**src/rtl/conv_pkg.sv**
```systemverilog
// Purpose: Shared constants, register map and helpers for the input conversion block
// Assumes: AXI4-Lite with 32-bit data, one aligned word per register
// Notes:   Printed offsets are register indices; the byte address is four times the index
package conv_pkg;

  // Register indices and byte addresses
  localparam logic [7:0]  IDX_INPUT_CONV_MODE   = 8'h0E;
  localparam logic [7:0]  IDX_IMAGE_SIZE        = 8'h10;
  localparam logic [7:0]  IDX_TRANSFER_MODE     = 8'h11;
  localparam logic [7:0]  IDX_PIXELS_LEFT       = 8'h12;
  localparam logic [7:0]  ADDR_INPUT_CONV_MODE  = {IDX_INPUT_CONV_MODE[5:0], 2'b00};
  localparam logic [7:0]  ADDR_IMAGE_SIZE       = {IDX_IMAGE_SIZE[5:0], 2'b00};
  localparam logic [7:0]  ADDR_TRANSFER_MODE    = {IDX_TRANSFER_MODE[5:0], 2'b00};
  localparam logic [7:0]  ADDR_PIXELS_LEFT      = {IDX_PIXELS_LEFT[5:0], 2'b00};

  // Field positions in the input conversion mode and image size registers
  localparam int          MODE_B2_POS           = 4;
  localparam int          MEM_SWAP_POS          = 3;
  localparam int          PORT_SWAP_POS         = 2;
  localparam int          MODE_B1_POS           = 1;
  localparam int          MODE_B0_POS           = 0;
  localparam int          HEIGHT_POS            = 16;

  // Values after reset
  localparam logic [2:0]  MODE_RESET            = 3'h0;
  localparam logic        SWAP_RESET            = 1'b0;
  localparam logic [15:0] SIZE_RESET            = 16'h0000;
  localparam logic [1:0]  XFER_RESET            = 2'h0;
  localparam logic [31:0] PIXELS_RESET          = 32'h0000_0000;

  // Colour conversion modes, {b2, b1, b0}
  localparam logic [2:0]  MODE_NORMAL           = 3'h0;
  localparam logic [2:0]  MODE_YUV              = 3'h1;
  localparam logic [2:0]  MODE_DELTA_YUV        = 3'h2;
  localparam logic [2:0]  MODE_RAW16            = 3'h3;
  localparam logic [2:0]  MODE_RAW8             = 3'h7;

  // Transfer mode codes
  localparam logic [1:0]  XFER_MODE_00          = 2'h0;
  localparam logic [1:0]  XFER_MODE_01          = 2'h1;
  localparam logic [1:0]  XFER_MODE_11          = 2'h3;

  // Bus responses and data path sizes
  localparam logic [1:0]  RESP_OKAY             = 2'h0;
  localparam logic [1:0]  RESP_SLVERR           = 2'h2;
  localparam int          ENTRY_FIFO_DEPTH      = 8;
  localparam int          PIXEL_WIDTH           = 16;

  function automatic logic [15:0] swap16(input logic [15:0] d);
    swap16 = {d[7:0], d[15:8]};
  endfunction : swap16

  function automatic logic port_mode_active(input logic [2:0] m);
    port_mode_active = (m == MODE_YUV) || (m == MODE_DELTA_YUV) || (m == MODE_RAW16) || (m == MODE_RAW8);
  endfunction : port_mode_active

  function automatic logic mem_swap_valid(input logic [2:0] m, input logic [1:0] x);
    mem_swap_valid = (m == MODE_NORMAL) && ((x == XFER_MODE_00) || (x == XFER_MODE_01));
  endfunction : mem_swap_valid

  function automatic logic port_swap_valid(input logic [2:0] m, input logic [1:0] x);
    port_swap_valid = port_mode_active(m) && ((x == XFER_MODE_00) || (x == XFER_MODE_11));
  endfunction : port_swap_valid

  function automatic logic [31:0] apply_strb(input logic [31:0] old_v, input logic [31:0] new_v,
                                             input logic [3:0] strb);
    apply_strb = old_v;
    for (int i = 0; i < 4; i++) begin
      if (strb[i]) begin
        apply_strb[8*i +: 8] = new_v[8*i +: 8];
      end
    end
  endfunction : apply_strb

endpackage : conv_pkg

```
**src/rtl/entry_fifo.sv**
```systemverilog
// Purpose: Small synchronous FIFO with valid and ready on both sides
// Assumes: DEPTH is a power of two
// Notes:   Full and empty come straight from the occupancy count
`timescale 1ns/1ns
module entry_fifo #(
  parameter int WIDTH = 16,
  parameter int DEPTH = 8
) (
  input  wire logic             i_clk,
  input  wire logic             i_rst_n,
  input  wire logic             i_in_valid,
  input  wire logic [WIDTH-1:0] i_in_data,
  output logic                  o_in_ready,
  output logic                  o_out_valid,
  output logic      [WIDTH-1:0] o_out_data,
  input  wire logic             i_out_ready
);
  import conv_pkg::*;

  localparam int PW = $clog2(DEPTH);
  localparam int CW = $clog2(DEPTH + 1);
  localparam logic [CW-1:0] FULL_COUNT = CW'(DEPTH);

  typedef struct packed {
    logic [DEPTH-1:0][WIDTH-1:0] mem;
    logic [PW-1:0]               wr_ptr;
    logic [PW-1:0]               rd_ptr;
    logic [CW-1:0]               count;
  } fifo_state_t;

  fifo_state_t state_reg;
  fifo_state_t state_next;
  logic        push;
  logic        pop;

  assign o_in_ready  = (state_reg.count != FULL_COUNT);
  assign o_out_valid = (state_reg.count != '0);
  assign o_out_data  = state_reg.mem[state_reg.rd_ptr];
  assign push        = i_in_valid && o_in_ready;
  assign pop         = o_out_valid && i_out_ready;

  always_comb begin
    state_next = state_reg;
    if (push) begin
      state_next.mem[state_reg.wr_ptr] = i_in_data;
      state_next.wr_ptr = state_reg.wr_ptr + 1'b1;
    end
    if (pop) begin
      state_next.rd_ptr = state_reg.rd_ptr + 1'b1;
    end
    if (push && !pop) begin
      state_next.count = state_reg.count + 1'b1;
    end else if (pop && !push) begin
      state_next.count = state_reg.count - 1'b1;
    end
  end

  always_ff @(posedge i_clk) begin
    if (!i_rst_n) begin
      state_reg <= '0;
    end else begin
      state_reg <= state_next;
    end
  end

endmodule : entry_fifo

```
**src/rtl/axil_slave.sv**
```systemverilog
// Purpose: AXI4-Lite slave front end turning bus beats into register strobes
// Assumes: One write and one read outstanding at most
// Notes:   Address and data may arrive in either order; reads have no side effects
`timescale 1ns/1ns
module axil_slave (
  input  wire logic        i_clk,
  input  wire logic        i_rst_n,
  input  wire logic [7:0]  i_awaddr,
  input  wire logic        i_awvalid,
  output logic             o_awready,
  input  wire logic [31:0] i_wdata,
  input  wire logic [3:0]  i_wstrb,
  input  wire logic        i_wvalid,
  output logic             o_wready,
  output logic [1:0]       o_bresp,
  output logic             o_bvalid,
  input  wire logic        i_bready,
  input  wire logic [7:0]  i_araddr,
  input  wire logic        i_arvalid,
  output logic             o_arready,
  output logic [31:0]      o_rdata,
  output logic [1:0]       o_rresp,
  output logic             o_rvalid,
  input  wire logic        i_rready,
  output logic             o_reg_wr,
  output logic [7:0]       o_reg_wr_addr,
  output logic [31:0]      o_reg_wr_data,
  output logic [3:0]       o_reg_wr_strb,
  input  wire logic        i_reg_wr_hit,
  output logic [7:0]       o_reg_rd_addr,
  input  wire logic [31:0] i_reg_rd_data,
  input  wire logic        i_reg_rd_hit
);
  import conv_pkg::*;

  typedef struct packed {
    logic        aw_have;
    logic [7:0]  awaddr;
    logic        w_have;
    logic [31:0] wdata;
    logic [3:0]  wstrb;
    logic        bvalid;
    logic [1:0]  bresp;
    logic        rvalid;
    logic [31:0] rdata;
    logic [1:0]  rresp;
  } axil_state_t;

  axil_state_t state_reg;
  axil_state_t state_next;

  assign o_awready     = !state_reg.aw_have && !state_reg.bvalid;
  assign o_wready      = !state_reg.w_have && !state_reg.bvalid;
  assign o_arready     = !state_reg.rvalid;
  assign o_bvalid      = state_reg.bvalid;
  assign o_bresp       = state_reg.bresp;
  assign o_rvalid      = state_reg.rvalid;
  assign o_rdata       = state_reg.rdata;
  assign o_rresp       = state_reg.rresp;
  // Write fires only once both halves are held, so a lone beat never commits
  assign o_reg_wr      = state_reg.aw_have && state_reg.w_have && !state_reg.bvalid;
  assign o_reg_wr_addr = state_reg.awaddr;
  assign o_reg_wr_data = state_reg.wdata;
  assign o_reg_wr_strb = state_reg.wstrb;
  assign o_reg_rd_addr = i_araddr;

  always_comb begin
    state_next = state_reg;
    if (i_awvalid && o_awready) begin
      state_next.aw_have = 1'b1;
      state_next.awaddr  = i_awaddr;
    end
    if (i_wvalid && o_wready) begin
      state_next.w_have = 1'b1;
      state_next.wdata  = i_wdata;
      state_next.wstrb  = i_wstrb;
    end
    if (o_reg_wr) begin
      state_next.aw_have = 1'b0;
      state_next.w_have  = 1'b0;
      state_next.bvalid  = 1'b1;
      state_next.bresp   = i_reg_wr_hit ? RESP_OKAY : RESP_SLVERR;
    end
    if (state_reg.bvalid && i_bready) begin
      state_next.bvalid = 1'b0;
    end
    if (i_arvalid && o_arready) begin
      state_next.rvalid = 1'b1;
      state_next.rdata  = i_reg_rd_hit ? i_reg_rd_data : 32'h0000_0000;
      state_next.rresp  = i_reg_rd_hit ? RESP_OKAY : RESP_SLVERR;
    end else if (state_reg.rvalid && i_rready) begin
      state_next.rvalid = 1'b0;
    end
  end

  always_ff @(posedge i_clk) begin
    if (!i_rst_n) begin
      state_reg <= '0;
    end else begin
      state_reg <= state_next;
    end
  end

endmodule : axil_slave

```
**src/rtl/input_data_conversion_mode.sv**
```systemverilog
// Purpose: Input conversion mode register and host-to-memory byte-swap paths
// Assumes: All inputs come from logic on i_clk; the colour converter sits downstream
// Notes:   Entry port words are swapped before they enter the FIFO
//
// Function
// Software writes zero to reserved bits 15 to 5 of the mode register.
// Three-bit colour mode at bits 4, 1, 0 selects conversion to RGB.
// Memory swap bit set exchanges bytes of word-access host memory writes.
// Memory swap only when mode is 000 and transfer mode is 00 or 01.
// Memory swap never applies to register writes or memory reads.
// Port swap only for entry port data, modes 001/010/011/111, transfer 00/11.
// Port swap bit set exchanges bytes of each 16-bit entry port word.
// Port swap bit clear passes entry port words unchanged.
// Mode and swap bits are host readable, writable, and start at zero.
// Reset clears every bit of the mode register.
// Mode 000 normal, 001 YUV, 010 delta-YUV, 011 raw16, 111 raw8.
// Pixel total of width times height counts down; zero returns mode to normal.
// Software never programs mode codes 101 or 110.
// A swap bit outside its valid combination acts as zero.
//
// The AXI4-Lite interface to the registers is this design's own decision.
`timescale 1ns/1ns
module input_data_conversion_mode (
  input  wire logic        i_clk,
  input  wire logic        i_rst_n,
  input  wire logic [7:0]  i_awaddr,
  input  wire logic        i_awvalid,
  output logic             o_awready,
  input  wire logic [31:0] i_wdata,
  input  wire logic [3:0]  i_wstrb,
  input  wire logic        i_wvalid,
  output logic             o_wready,
  output logic [1:0]       o_bresp,
  output logic             o_bvalid,
  input  wire logic        i_bready,
  input  wire logic [7:0]  i_araddr,
  input  wire logic        i_arvalid,
  output logic             o_arready,
  output logic [31:0]      o_rdata,
  output logic [1:0]       o_rresp,
  output logic             o_rvalid,
  input  wire logic        i_rready,
  input  wire logic        i_mem_wr_valid,
  input  wire logic        i_mem_wr_word,
  input  wire logic [15:0] i_mem_wr_data,
  output logic             o_mem_wr_valid,
  output logic [15:0]      o_mem_wr_data,
  input  wire logic        i_mem_rd_valid,
  input  wire logic [15:0] i_mem_rd_data,
  output logic             o_host_rd_valid,
  output logic [15:0]      o_host_rd_data,
  input  wire logic        i_entry_valid,
  input  wire logic [15:0] i_entry_data,
  output logic             o_entry_ready,
  output logic             o_pix_valid,
  output logic [15:0]      o_pix_data,
  input  wire logic        i_pix_ready,
  output logic [2:0]       o_conv_mode,
  output logic [1:0]       o_transfer_mode
);
  import conv_pkg::*;

  ////////////////////////////////////////////////////////////////////////////
  // State

  typedef struct packed {
    logic [2:0]  conv_mode;
    logic        memory_byte_swap;
    logic        port_byte_swap;
    logic [1:0]  transfer_mode;
    logic [15:0] image_width_count;
    logic [15:0] image_height_count;
    logic [31:0] pixels_left;
    logic        mem_wr_valid;
    logic [15:0] mem_wr_data;
    logic        host_rd_valid;
    logic [15:0] host_rd_data;
  } conv_state_t;

  conv_state_t state_reg;
  conv_state_t state_next;

  logic        reg_wr;
  logic [7:0]  reg_wr_addr;
  logic [31:0] reg_wr_data;
  logic [3:0]  reg_wr_strb;
  logic        reg_wr_hit;
  logic [7:0]  reg_rd_addr;
  logic [31:0] reg_rd_data;
  logic        reg_rd_hit;
  logic [31:0] mode_word;
  logic [31:0] mode_word_new;
  logic [31:0] size_word;
  logic [31:0] size_word_new;
  logic [31:0] xfer_word_new;
  logic        mem_swap_eff;
  logic        port_swap_eff;
  logic        fifo_in_ready;
  logic        entry_fire;
  logic [15:0] entry_word;

  function automatic logic addr_hit(input logic [7:0] a);
    addr_hit = (a == ADDR_INPUT_CONV_MODE) || (a == ADDR_IMAGE_SIZE) ||
               (a == ADDR_TRANSFER_MODE) || (a == ADDR_PIXELS_LEFT);
  endfunction : addr_hit

  ////////////////////////////////////////////////////////////////////////////
  // Register bus

  axil_slave u_axil (
    .i_clk         (i_clk),
    .i_rst_n       (i_rst_n),
    .i_awaddr      (i_awaddr),
    .i_awvalid     (i_awvalid),
    .o_awready     (o_awready),
    .i_wdata       (i_wdata),
    .i_wstrb       (i_wstrb),
    .i_wvalid      (i_wvalid),
    .o_wready      (o_wready),
    .o_bresp       (o_bresp),
    .o_bvalid      (o_bvalid),
    .i_bready      (i_bready),
    .i_araddr      (i_araddr),
    .i_arvalid     (i_arvalid),
    .o_arready     (o_arready),
    .o_rdata       (o_rdata),
    .o_rresp       (o_rresp),
    .o_rvalid      (o_rvalid),
    .i_rready      (i_rready),
    .o_reg_wr      (reg_wr),
    .o_reg_wr_addr (reg_wr_addr),
    .o_reg_wr_data (reg_wr_data),
    .o_reg_wr_strb (reg_wr_strb),
    .i_reg_wr_hit  (reg_wr_hit),
    .o_reg_rd_addr (reg_rd_addr),
    .i_reg_rd_data (reg_rd_data),
    .i_reg_rd_hit  (reg_rd_hit)
  );

  assign reg_wr_hit = addr_hit(reg_wr_addr);
  assign reg_rd_hit = addr_hit(reg_rd_addr);

  // mode bits readable
  always_comb begin
    mode_word = 32'h0000_0000;
    mode_word[MODE_B2_POS]   = state_reg.conv_mode[2];
    mode_word[MEM_SWAP_POS]  = state_reg.memory_byte_swap;
    mode_word[PORT_SWAP_POS] = state_reg.port_byte_swap;
    mode_word[MODE_B1_POS]   = state_reg.conv_mode[1];
    mode_word[MODE_B0_POS]   = state_reg.conv_mode[0];
  end

  assign size_word     = {state_reg.image_height_count, state_reg.image_width_count};
  assign mode_word_new = apply_strb(mode_word, reg_wr_data, reg_wr_strb);
  assign size_word_new = apply_strb(size_word, reg_wr_data, reg_wr_strb);
  assign xfer_word_new = apply_strb({30'h0000_0000, state_reg.transfer_mode}, reg_wr_data, reg_wr_strb);

  // Reserved bits read as zero
  always_comb begin
    case (reg_rd_addr)
      ADDR_INPUT_CONV_MODE: reg_rd_data = mode_word;
      ADDR_IMAGE_SIZE:      reg_rd_data = size_word;
      ADDR_TRANSFER_MODE:   reg_rd_data = {30'h0000_0000, state_reg.transfer_mode};
      ADDR_PIXELS_LEFT:     reg_rd_data = state_reg.pixels_left;
      default:              reg_rd_data = 32'h0000_0000;
    endcase
  end

  ////////////////////////////////////////////////////////////////////////////
  // Swap qualification

  // memory swap gating
  // invalid means zero
  assign mem_swap_eff  = state_reg.memory_byte_swap && mem_swap_valid(state_reg.conv_mode, state_reg.transfer_mode);
  // port swap gating
  // invalid means zero
  assign port_swap_eff = state_reg.port_byte_swap && port_swap_valid(state_reg.conv_mode, state_reg.transfer_mode);

  ////////////////////////////////////////////////////////////////////////////
  // Entry port path

  // normal mode refuses
  // prohibited codes refused
  assign o_entry_ready = port_mode_active(state_reg.conv_mode) && (state_reg.pixels_left != PIXELS_RESET) &&
                         fifo_in_ready;
  assign entry_fire    = i_entry_valid && o_entry_ready;
  // port byte swap
  // unchanged when clear
  assign entry_word    = port_swap_eff ? swap16(i_entry_data) : i_entry_data;

  // Buffer lets the converter stall without dropping words already counted
  entry_fifo #(
    .WIDTH (PIXEL_WIDTH),
    .DEPTH (ENTRY_FIFO_DEPTH)
  ) u_fifo (
    .i_clk       (i_clk),
    .i_rst_n     (i_rst_n),
    .i_in_valid  (entry_fire),
    .i_in_data   (entry_word),
    .o_in_ready  (fifo_in_ready),
    .o_out_valid (o_pix_valid),
    .o_out_data  (o_pix_data),
    .i_out_ready (i_pix_ready)
  );

  ////////////////////////////////////////////////////////////////////////////
  // Next state

  always_comb begin
    state_next = state_reg;

    // memory byte swap
    // only word memory writes
    state_next.mem_wr_valid = i_mem_wr_valid;
    if (i_mem_wr_valid) begin
      state_next.mem_wr_data = (i_mem_wr_word && mem_swap_eff) ? swap16(i_mem_wr_data) : i_mem_wr_data;
    end
    // R5 reads never swapped
    state_next.host_rd_valid = i_mem_rd_valid;
    if (i_mem_rd_valid) begin
      state_next.host_rd_data = i_mem_rd_data;
    end

    // count processed pixels
    if (entry_fire) begin
      state_next.pixels_left = state_reg.pixels_left - 32'h0000_0001;
    end
    // exhausted returns normal
    if (port_mode_active(state_reg.conv_mode) && (state_reg.pixels_left == PIXELS_RESET)) begin
      state_next.conv_mode = MODE_NORMAL;
    end

    // Software write wins over the automatic return to normal
    if (reg_wr) begin
      case (reg_wr_addr)
        ADDR_INPUT_CONV_MODE: begin
          // mode field placement
          // reserved bits dropped
          state_next.conv_mode        = {mode_word_new[MODE_B2_POS], mode_word_new[MODE_B1_POS],
                                         mode_word_new[MODE_B0_POS]};
          state_next.memory_byte_swap = mode_word_new[MEM_SWAP_POS];
          state_next.port_byte_swap   = mode_word_new[PORT_SWAP_POS];
          // load pixel total
          state_next.pixels_left      = 32'(state_reg.image_width_count) * 32'(state_reg.image_height_count);
        end
        ADDR_IMAGE_SIZE: begin
          state_next.image_width_count  = size_word_new[HEIGHT_POS-1:0];
          state_next.image_height_count = size_word_new[31:HEIGHT_POS];
        end
        ADDR_TRANSFER_MODE: begin
          state_next.transfer_mode = xfer_word_new[1:0];
        end
        default: begin
          state_next.transfer_mode = state_next.transfer_mode;
        end
      endcase
    end
  end

  ////////////////////////////////////////////////////////////////////////////
  // Registers

  always_ff @(posedge i_clk) begin
    if (!i_rst_n) begin
      // reset clears mode
      // initial zero
      state_reg.conv_mode          <= MODE_RESET;
      state_reg.memory_byte_swap   <= SWAP_RESET;
      state_reg.port_byte_swap     <= SWAP_RESET;
      state_reg.transfer_mode      <= XFER_RESET;
      state_reg.image_width_count  <= SIZE_RESET;
      state_reg.image_height_count <= SIZE_RESET;
      state_reg.pixels_left        <= PIXELS_RESET;
      state_reg.mem_wr_valid       <= 1'b0;
      state_reg.mem_wr_data        <= 16'h0000;
      state_reg.host_rd_valid      <= 1'b0;
      state_reg.host_rd_data       <= 16'h0000;
    end else begin
      state_reg <= state_next;
    end
  end

  assign o_mem_wr_valid  = state_reg.mem_wr_valid;
  assign o_mem_wr_data   = state_reg.mem_wr_data;
  assign o_host_rd_valid = state_reg.host_rd_valid;
  assign o_host_rd_data  = state_reg.host_rd_data;
  assign o_conv_mode     = state_reg.conv_mode;
  assign o_transfer_mode = state_reg.transfer_mode;

endmodule : input_data_conversion_mode

```
**config.mk**
```make
export PLATFORM = sky130hd
export DESIGN_NAME = input_data_conversion_mode
export DESIGN_NICKNAME = d
export VERILOG_FILES = /design/src/rtl/conv_pkg.sv /design/src/rtl/entry_fifo.sv /design/src/rtl/axil_slave.sv /design/src/rtl/input_data_conversion_mode.sv
export SDC_FILE = /design/constraint.sdc
export NUM_CORES = 1
export LEC_CHECK = 0
export ABC_CLOCK_PERIOD_IN_PS = 15430
export BUFFER_PORTS_ARGS = -buffer_cell sky130_fd_sc_hd__buf_4
export CORE_MARGIN = 2
export CORE_UTILIZATION = 66
export DETAILED_ROUTE_END_ITERATION = 10
export MAX_ROUTING_LAYER = met4
export PLACE_DENSITY = 0.87
export SLEW_MARGIN = 5
export SYNTH_ARGS = -nofsm -noshare
export SYNTH_HDL_FRONTEND = slang
export SYNTH_SLANG_ARGS = --single-unit
```
**constraint.sdc**
```tcl
create_clock -name i_clk -period 15.43 [get_ports i_clk]
set_input_delay 2.3145 -clock i_clk [delete_from_list [all_inputs] [get_ports i_clk]]
set_output_delay 2.3145 -clock i_clk [all_outputs]
set_load 0.02 [all_outputs]
```
==> results of run 1 <==
==> routing by layer <==
metal / vias to the layer above / part of all wire [%]
met5: - / 0
met3: 165 / 9.3
li1: 8413 / -
met1: 9080 / 39
met4: 0 / 4.2
met2: 917 / 48
==> logic make-up after synthesis <==
family | count (synthesis) | share of synthesized area [%]
simple gates | 843 | 17.0
buf+inv | 477 | 9.44
compound gates | 426 | 12.5
flops | 325 | 28.6
fa+ha+maj | 307 | 23.4
mux | 111 | 6.75
xor+xnor | 59 | 2.27
other cells | 1 | 0.0165
==> worst min-delay path: cells and delay by family (launching register included) <==
| kind | cells | cell delay, ns |
|---|---|---|
| DFF | 1 | 0.31 |
| AOI/OAI and AO/OA | 1 | 0.05 |
| and+or+nand+nor | 1 | 0.05 |
==> area by class of cell <==
cell class,count,area [sq um]
Fill cell,2392,8810
Tap cell,448,561
Sequential cell,325,6510
Multi-Input combinational cell,1748,14200
Clock buffer,41,852
Inverter,234,886
Timing Repair Buffer,227,1720
Clock inverter,13,196
==> power by group through the flow <==
stage	Combinational [uW]	Sequential [uW]	Clock [uW]
final	175	895	782
after detailed placement	172	913	0
after global placement	166	912	0
after floorplan	136	889	0
after global routing	190	899	818
after CTS	173	894	785
==> worst min-delay path by stage <==
| stage | from | to |
|---|---|---|
| after floorplan | u_axil.o_reg_wr_data[10]$_SDFFE_PN0P_ | u_axil.o_reg_wr_data[10]$_SDFFE_PN0P_ |
| after global placement | u_axil.o_reg_wr_data[12]$_SDFFE_PN0P_ | u_axil.o_reg_wr_data[12]$_SDFFE_PN0P_ |
| after detailed placement | u_axil.o_reg_wr_data[23]$_SDFFE_PN0P_ | u_axil.o_reg_wr_data[23]$_SDFFE_PN0P_ |
| after CTS | u_axil.o_reg_wr_data[23]$_SDFFE_PN0P_ | u_axil.o_reg_wr_data[23]$_SDFFE_PN0P_ |
| after global routing | u_axil.o_reg_wr_data[14]$_SDFFE_PN0P_ | u_axil.o_reg_wr_data[14]$_SDFFE_PN0P_ |
| final | u_axil.o_reg_wr_data[7]$_SDFFE_PN0P_ | u_axil.o_reg_wr_data[7]$_SDFFE_PN0P_ |
==> layout by cell type (no fill, tap or decap), types with 4 or more instances in the layout <==
cell type	netlist	final
mux2i_1	61	61
mux2_2	18	18
xor2_1	24	24
a222oi_1	5	5
o21ai_0	30	30
buf_4	75	226
and2_1	123	123
or3_1	6	6
nor4_1	14	13
mux4_2	32	32
or4_1	4	4
inv_1	232	232
and3_1	4	4
clkbuf_8	0	6
nand2_1	283	283
o211a_1	4	4
nor3_1	23	20
bufinv_16	0	4
nand2b_1	7	7
o22ai_1	4	4
fa_1	195	195
a211oi_1	161	161
ha_1	112	112
a22oi_1	30	30
a21o_1	18	18
clkbuf_1	149	5
a31oi_1	6	6
nor2_2	2	4
clkinv_2	0	6
nor3_2	2	4
nand3_1	43	43
dfxtp_1	325	323
a21oi_1	134	134
clkbuf_16	0	30
xnor2_1	35	35
nor2b_1	11	9
nor2_1	296	294
==> through the flow <==
stage	instance area, sq um	setup slack (ns)	hold slack [ns]	total power [uW]
after global routing	24900	8.30	0.482	1910
after global placement	23800	8.79	0.446	1080
after CTS	24900	8.66	0.460	1850
after detailed placement	23800	8.63	0.450	1080
after floorplan	22700	9.03	0.437	1030
final	24900	8.66	0.461	1850
==> results.yml, run 1 <==
run_status:
  outcome: "complete, no violations"
clocking:
  clkTransAtPathRegs_ns: 0.07
  cts_resized: 0
  clk_latency_ns: 0.58
  cts_inserted_buffers: 30
  clkSinkCount: 325
  htreeDepth: 1
  ctsHoldBuffers: 0
  postCtsSetupBuffers: 0
  clockBufferDepth: 3
  cts_tree: "yes"
  cts_root_buffer: "clkbuf_16"
synthesis:
  synth_top_cell_by_area: "dfxtp_1"
  ys_seq_elements: 325
  synth_cell_types: 78
  synth-seq-area-share_pct: 28.6
  ys.flop_type: "dfxtp_1"
  synthCells: 2549
  yosys-top-cells-area: "dfxtp_1, fa_1, ha_1"
  yosysMostFrequentCell: "dfxtp_1"
  synth_top_area_share_pct: 28.6
  synth_commonest_cells: "dfxtp_1, nor2_1, nand2_1"
  postSynth.asyncResetShare_pct: 0
  synth_edf_count: 0
  syn_area_per_cell_sq_um: 8.91
  yosys_warnings: 0
  syn-cell-area_sq_um: 22700
final_layout:
  postLayoutCoreUtil_pct: 73.9
  fin_cells: 3036
  largest_reg_flops: 138
  final_layout_size_suffix_gt1_share_pct: 14.1
  num_antenna_cells: 0
  area_growth_pct: 9.56
  layout.nets: 2985
global_routing:
  grt.total_usage_pct: 34.6
  grtUsageMet2_pct: 56.5
  grt_max_degree: 186
  antenna_found_initial: 0
  use_met1_pct: 42.5
  busiest_layer: "met2"
  grt-ovfl-total: 0
  grt_pass1_wl_microns: 96800
  grt_pass1_vias: 18900
  use_met3_pct: 7.03
sta:
  setup-tns-final_ns: 0
  setup_violations: 0
  fin_skew_ns: 0.0239
  maxSlewHeadroom_pct: 13.3
  worst_pin_slew_ns: 1.30
  final_max_slew_viol_count: 0
  layout_min_cycle_time_ns: 6.77
  finalCritPeriodShare_pct: 43.9
  max_freq_ghz: 0.148
  rsz0062_at_grt: "no"
  hold_violations: 0
setup_path:
  required_ns: 15.91
  cp-end-kind: "register"
  cp-start-kind: "register"
  r2r-end: "state_reg[59]$_SDFF_PN0_"
  cp_common_cell: "fa_1"
  path_delay_family: "adder cells"
  cp_num_buf_inv: 5
  cp_slowest_cell: "dfxtp_1"
  arrival_ns: 7.26
  crit_path_end: "state_reg[59]$_SDFF_PN0_"
  cp_max_fo: 18
  cp-startpoint: "size_word[23]$_SDFFE_PN0P_"
  reg2reg_slack_ns: 8.66
  path_class: "reg -> reg"
  crit_path_max_incr_delay_ns: 0.84
  crit_chain: "nand2_1 > fa_1 > inv_1 > fa_1 > inv_1 > fa_1 > inv_1 > fa_1 > fa_1 > inv_1 > fa_1 > inv_1 > ha_1 > a21o_1 > a21o_1 > a21o_1 > a221o_1 > a221oi_1 > o21ai_0 > xnor2_1 > a211oi_1"
  path_depth: 21
  timing.rr.start: "size_word[23]$_SDFFE_PN0P_"
  reg2reg_depth: 21
power_and_ir_drop:
  power.density_nw_per_um2: 74.4
  switchingPower_uw: 456
  p_sw_share_pct: 24.6
  leakage_uw: 0.0107
  pwr-share-comb_pct: 9.5
  power_frac_seq_pct: 48.3
  p_int_uw: 1400
  p_clk_share_pct: 42.2
  peakVddDrop_mv: 0.108
route:
  vias: 18600
  firstDrtPassIters: 8
  drc_errors: 0
  ant_nets: 0
  wl_per_cell_microns: 19.9
  vias_per_cell: 6.12
  dr.first_iter.drc_count: 1613
  wl_microns: 60500
floorplanning:
  ioPinCount: 210
  core_area_sq_um: 33700
  start_util_pct: 67.4
  die_area_sq_um: 35900
  chipHeight_microns: 190
  die_x_microns: 190
  fp-row-count: 67
placed_design:
  place_congestion: 0.944
  placedCellCount: 2981
  place_hpwl_microns: 42900
  io_buffers: 207
job:
  drv_cap: 0
hold_path:
  hold_path_depth: 2
  hp-class: "reg -> reg"
(Power assumes the default switching activity.)
==> inputs of run 2 (changes only) <==
ABC_AREA = 1   (was unset)
ABC_CLOCK_PERIOD_IN_PS = 6300   (was 15430)
CORE_UTILIZATION = 62   (was 66)
PLACE_DENSITY = 0.82   (was 0.87)
clock period = 6.3 ns   (was 15.43 ns; I/O delays follow)
==> results.yml, run 2 <==
run_status:
  outcome: "complete, no violations"
synthesis:
  syn_area_per_cell_sq_um: 7.13
  ys.flop_type: "dfxtp_1"
  synth_commonest_cells: "inv_1, nand2_1, a21oi_1"
  yosys_warnings: 0
  yosysMostFrequentCell: "inv_1"
  synth_edf_count: 0
  postSynth.asyncResetShare_pct: 0
  synth_cell_types: 51
  yosys-top-cells-area: "dfxtp_1, fa_1, inv_1"
  synthCells: 3394
  synth-seq-area-share_pct: 26.9
  syn-cell-area_sq_um: 24200
  synth_top_cell_by_area: "dfxtp_1"
  ys_seq_elements: 325
  synth_top_area_share_pct: 26.9
sta:
  worst_pin_slew_ns: 1.12
  setup-tns-final_ns: 0
  max_freq_ghz: 0.166
  rsz0062_at_grt: "no"
  fin_skew_ns: 0.0384
  final_max_slew_viol_count: 0
  setup_violations: 0
  maxSlewHeadroom_pct: 25.3
  worst_slack_ns: 0.283
  hold_violations: 0
  finalCritPeriodShare_pct: 95.5
  layout_min_cycle_time_ns: 6.02
setup_path:
  cp_max_fo: 17
  path_class: "reg -> reg"
  arrival_ns: 6.52
  required_ns: 6.80
  cp-start-kind: "register"
  cp-end-kind: "register"
clocking:
  clkTransAtPathRegs_ns: 0.06
  cts_root_buffer: "clkbuf_16"
  htreeDepth: 2
  clockBufferDepth: 3
  cts_tree: "yes"
  postCtsSetupBuffers: 0
  ctsHoldBuffers: 0
  clkSinkCount: 325
  cts_inserted_buffers: 35
  clk_latency_ns: 0.57
  cts_resized: 0
final_layout:
  num_antenna_cells: 0
  layout_common_cells: "inv_1, nand2_1, a21oi_1, dfxtp_1, o21ai_0"
  largest_reg_flops: 138
  layout.nets: 3838
  final_common_cell: "inv_1"
  final_layout_size_suffix_gt1_share_pct: 9.85
  fin_area_sq_um: 26600
  area_growth_pct: 9.84
placed_design:
  pre_cts_slack_ns: 0.371
  place_congestion: 1.03
  place_hpwl_microns: 54200
  place_area_sq_um: 25400
  io_buffers: 207
floorplanning:
  die_x_microns: 202
  core_area_sq_um: 38600
  start_util_pct: 62.8
  die_area_sq_um: 40600
  chipHeight_microns: 202
  fp-row-count: 72
  ioPinCount: 210
route:
  wl_microns: 70700
  ant_nets: 0
  firstDrtPassIters: 6
  drc_errors: 0
  vias_per_cell: 5.61
  vias: 22200
  dr.first_iter.drc_count: 2076
  wl_per_cell_microns: 17.9
hold_path:
  hp-class: "reg -> reg"
job:
  drv_cap: 0
global_routing:
  antenna_found_initial: 0
  grt_max_degree: 116
  grt_pass1_vias: 21900
  grt_pass1_wl_microns: 114000
  grt-ovfl-total: 0
  grt.total_usage_pct: 36.2
power_and_ir_drop:
  leakage_uw: 0.0132
  peakVddDrop_mv: 0.235
  power.density_nw_per_um2: 195
[run 2: critical path, stage by stage, from the launching register on]
cell and delay [ns]:
dfxtp_1 0.79, nand2_1 0.13, inv_1 0.12, fa_1 0.41
inv_1 0.08, fa_1 0.43, fa_1 0.51, fa_1 0.56
inv_1 0.05, fa_1 0.52, inv_1 0.07, fa_1 0.48
inv_1 0.04, ha_1 0.34, nand2_1 0.16, inv_1 0.05
a21oi_1 0.19, nand3_1 0.16, inv_1 0.12, o21bai_1 0.09
o21ai_0 0.45, nand3_1 0.13, inv_1 0.07
[run 2: power breakdown]
group          switching [uW]  internal (uW)  leakage (uW)
Clock                     877           1230      0.000578
Sequential               56.6           2120       0.00264
Combinational             596            305        0.0100
[run 2: cell families (layout without fill, tap and decap cells)]
logic type,count (synthesis),in the layout,synth area share (%)
AND/OR/NAND/NOR,1018,1018,17.3
buffers and inverters,940,988,16.1
AO/OA/AOI/OAI,784,784,17.2
flip-flops,325,325,26.9
adder cells (fa/ha/maj),307,307,21.9
XOR/XNOR,19,19,0.688
other,1,2,0.0155
[run 2: worst paths after layout]
| kind | start | to | slack, ns | cells after the start |
|---|---|---|---|---|
| min reg2reg | u_fifo.state_reg[64]$_SDFFE_PN0P_ | u_fifo.state_reg[64]$_SDFFE_PN0P_ | 0.44 | 2 |
| min | u_fifo.state_reg[64]$_SDFFE_PN0P_ | u_fifo.state_reg[64]$_SDFFE_PN0P_ | 0.44 | 2 |
| max | size_word[21]$_SDFFE_PN0P_ | state_reg[51]$_SDFF_PN0_ | 0.28 | 22 |
| max reg2reg | size_word[21]$_SDFFE_PN0P_ | state_reg[51]$_SDFF_PN0_ | 0.28 | 22 |
[run 2: routing by layer]
layer / vias up / part of all wire (%) / track usage (%)
li1: 10500 / - / -
met1: 10600 / 41 / 46.2
met2: 957 / 47 / 58.8
met3: 191 / 7.5 / 4.75
met4: 0 / 4.1 / 13.6
met5: - / 0 / -
[run 2: stage by stage]
stage / power [uW] / cells / utilization, % / hold slack [ns]
finish: 5190 / 3961 / 68.9 / 0.441
global route: 5370 / 3961 / 68.9 / 0.455
CTS: 5190 / 3961 / 68.9 / 0.442
detailed placement: 3110 / 3900 / 65.9 / 0.433
global placement: 3080 / 3900 / 65.9 / 0.429
floorplan: 2770 / 3395 / - / 0.420
[run 2: final cells by class]
type | instances | area, sq um
repair buffers | 250 | 1880
fillers | 3265 | 12000
clock inverters | 10 | 146
multi-input cells | 2130 | 13800
clock buffers | 51 | 1040
inverters | 677 | 2540
well taps | 518 | 648
flip-flops and latches | 325 | 6510
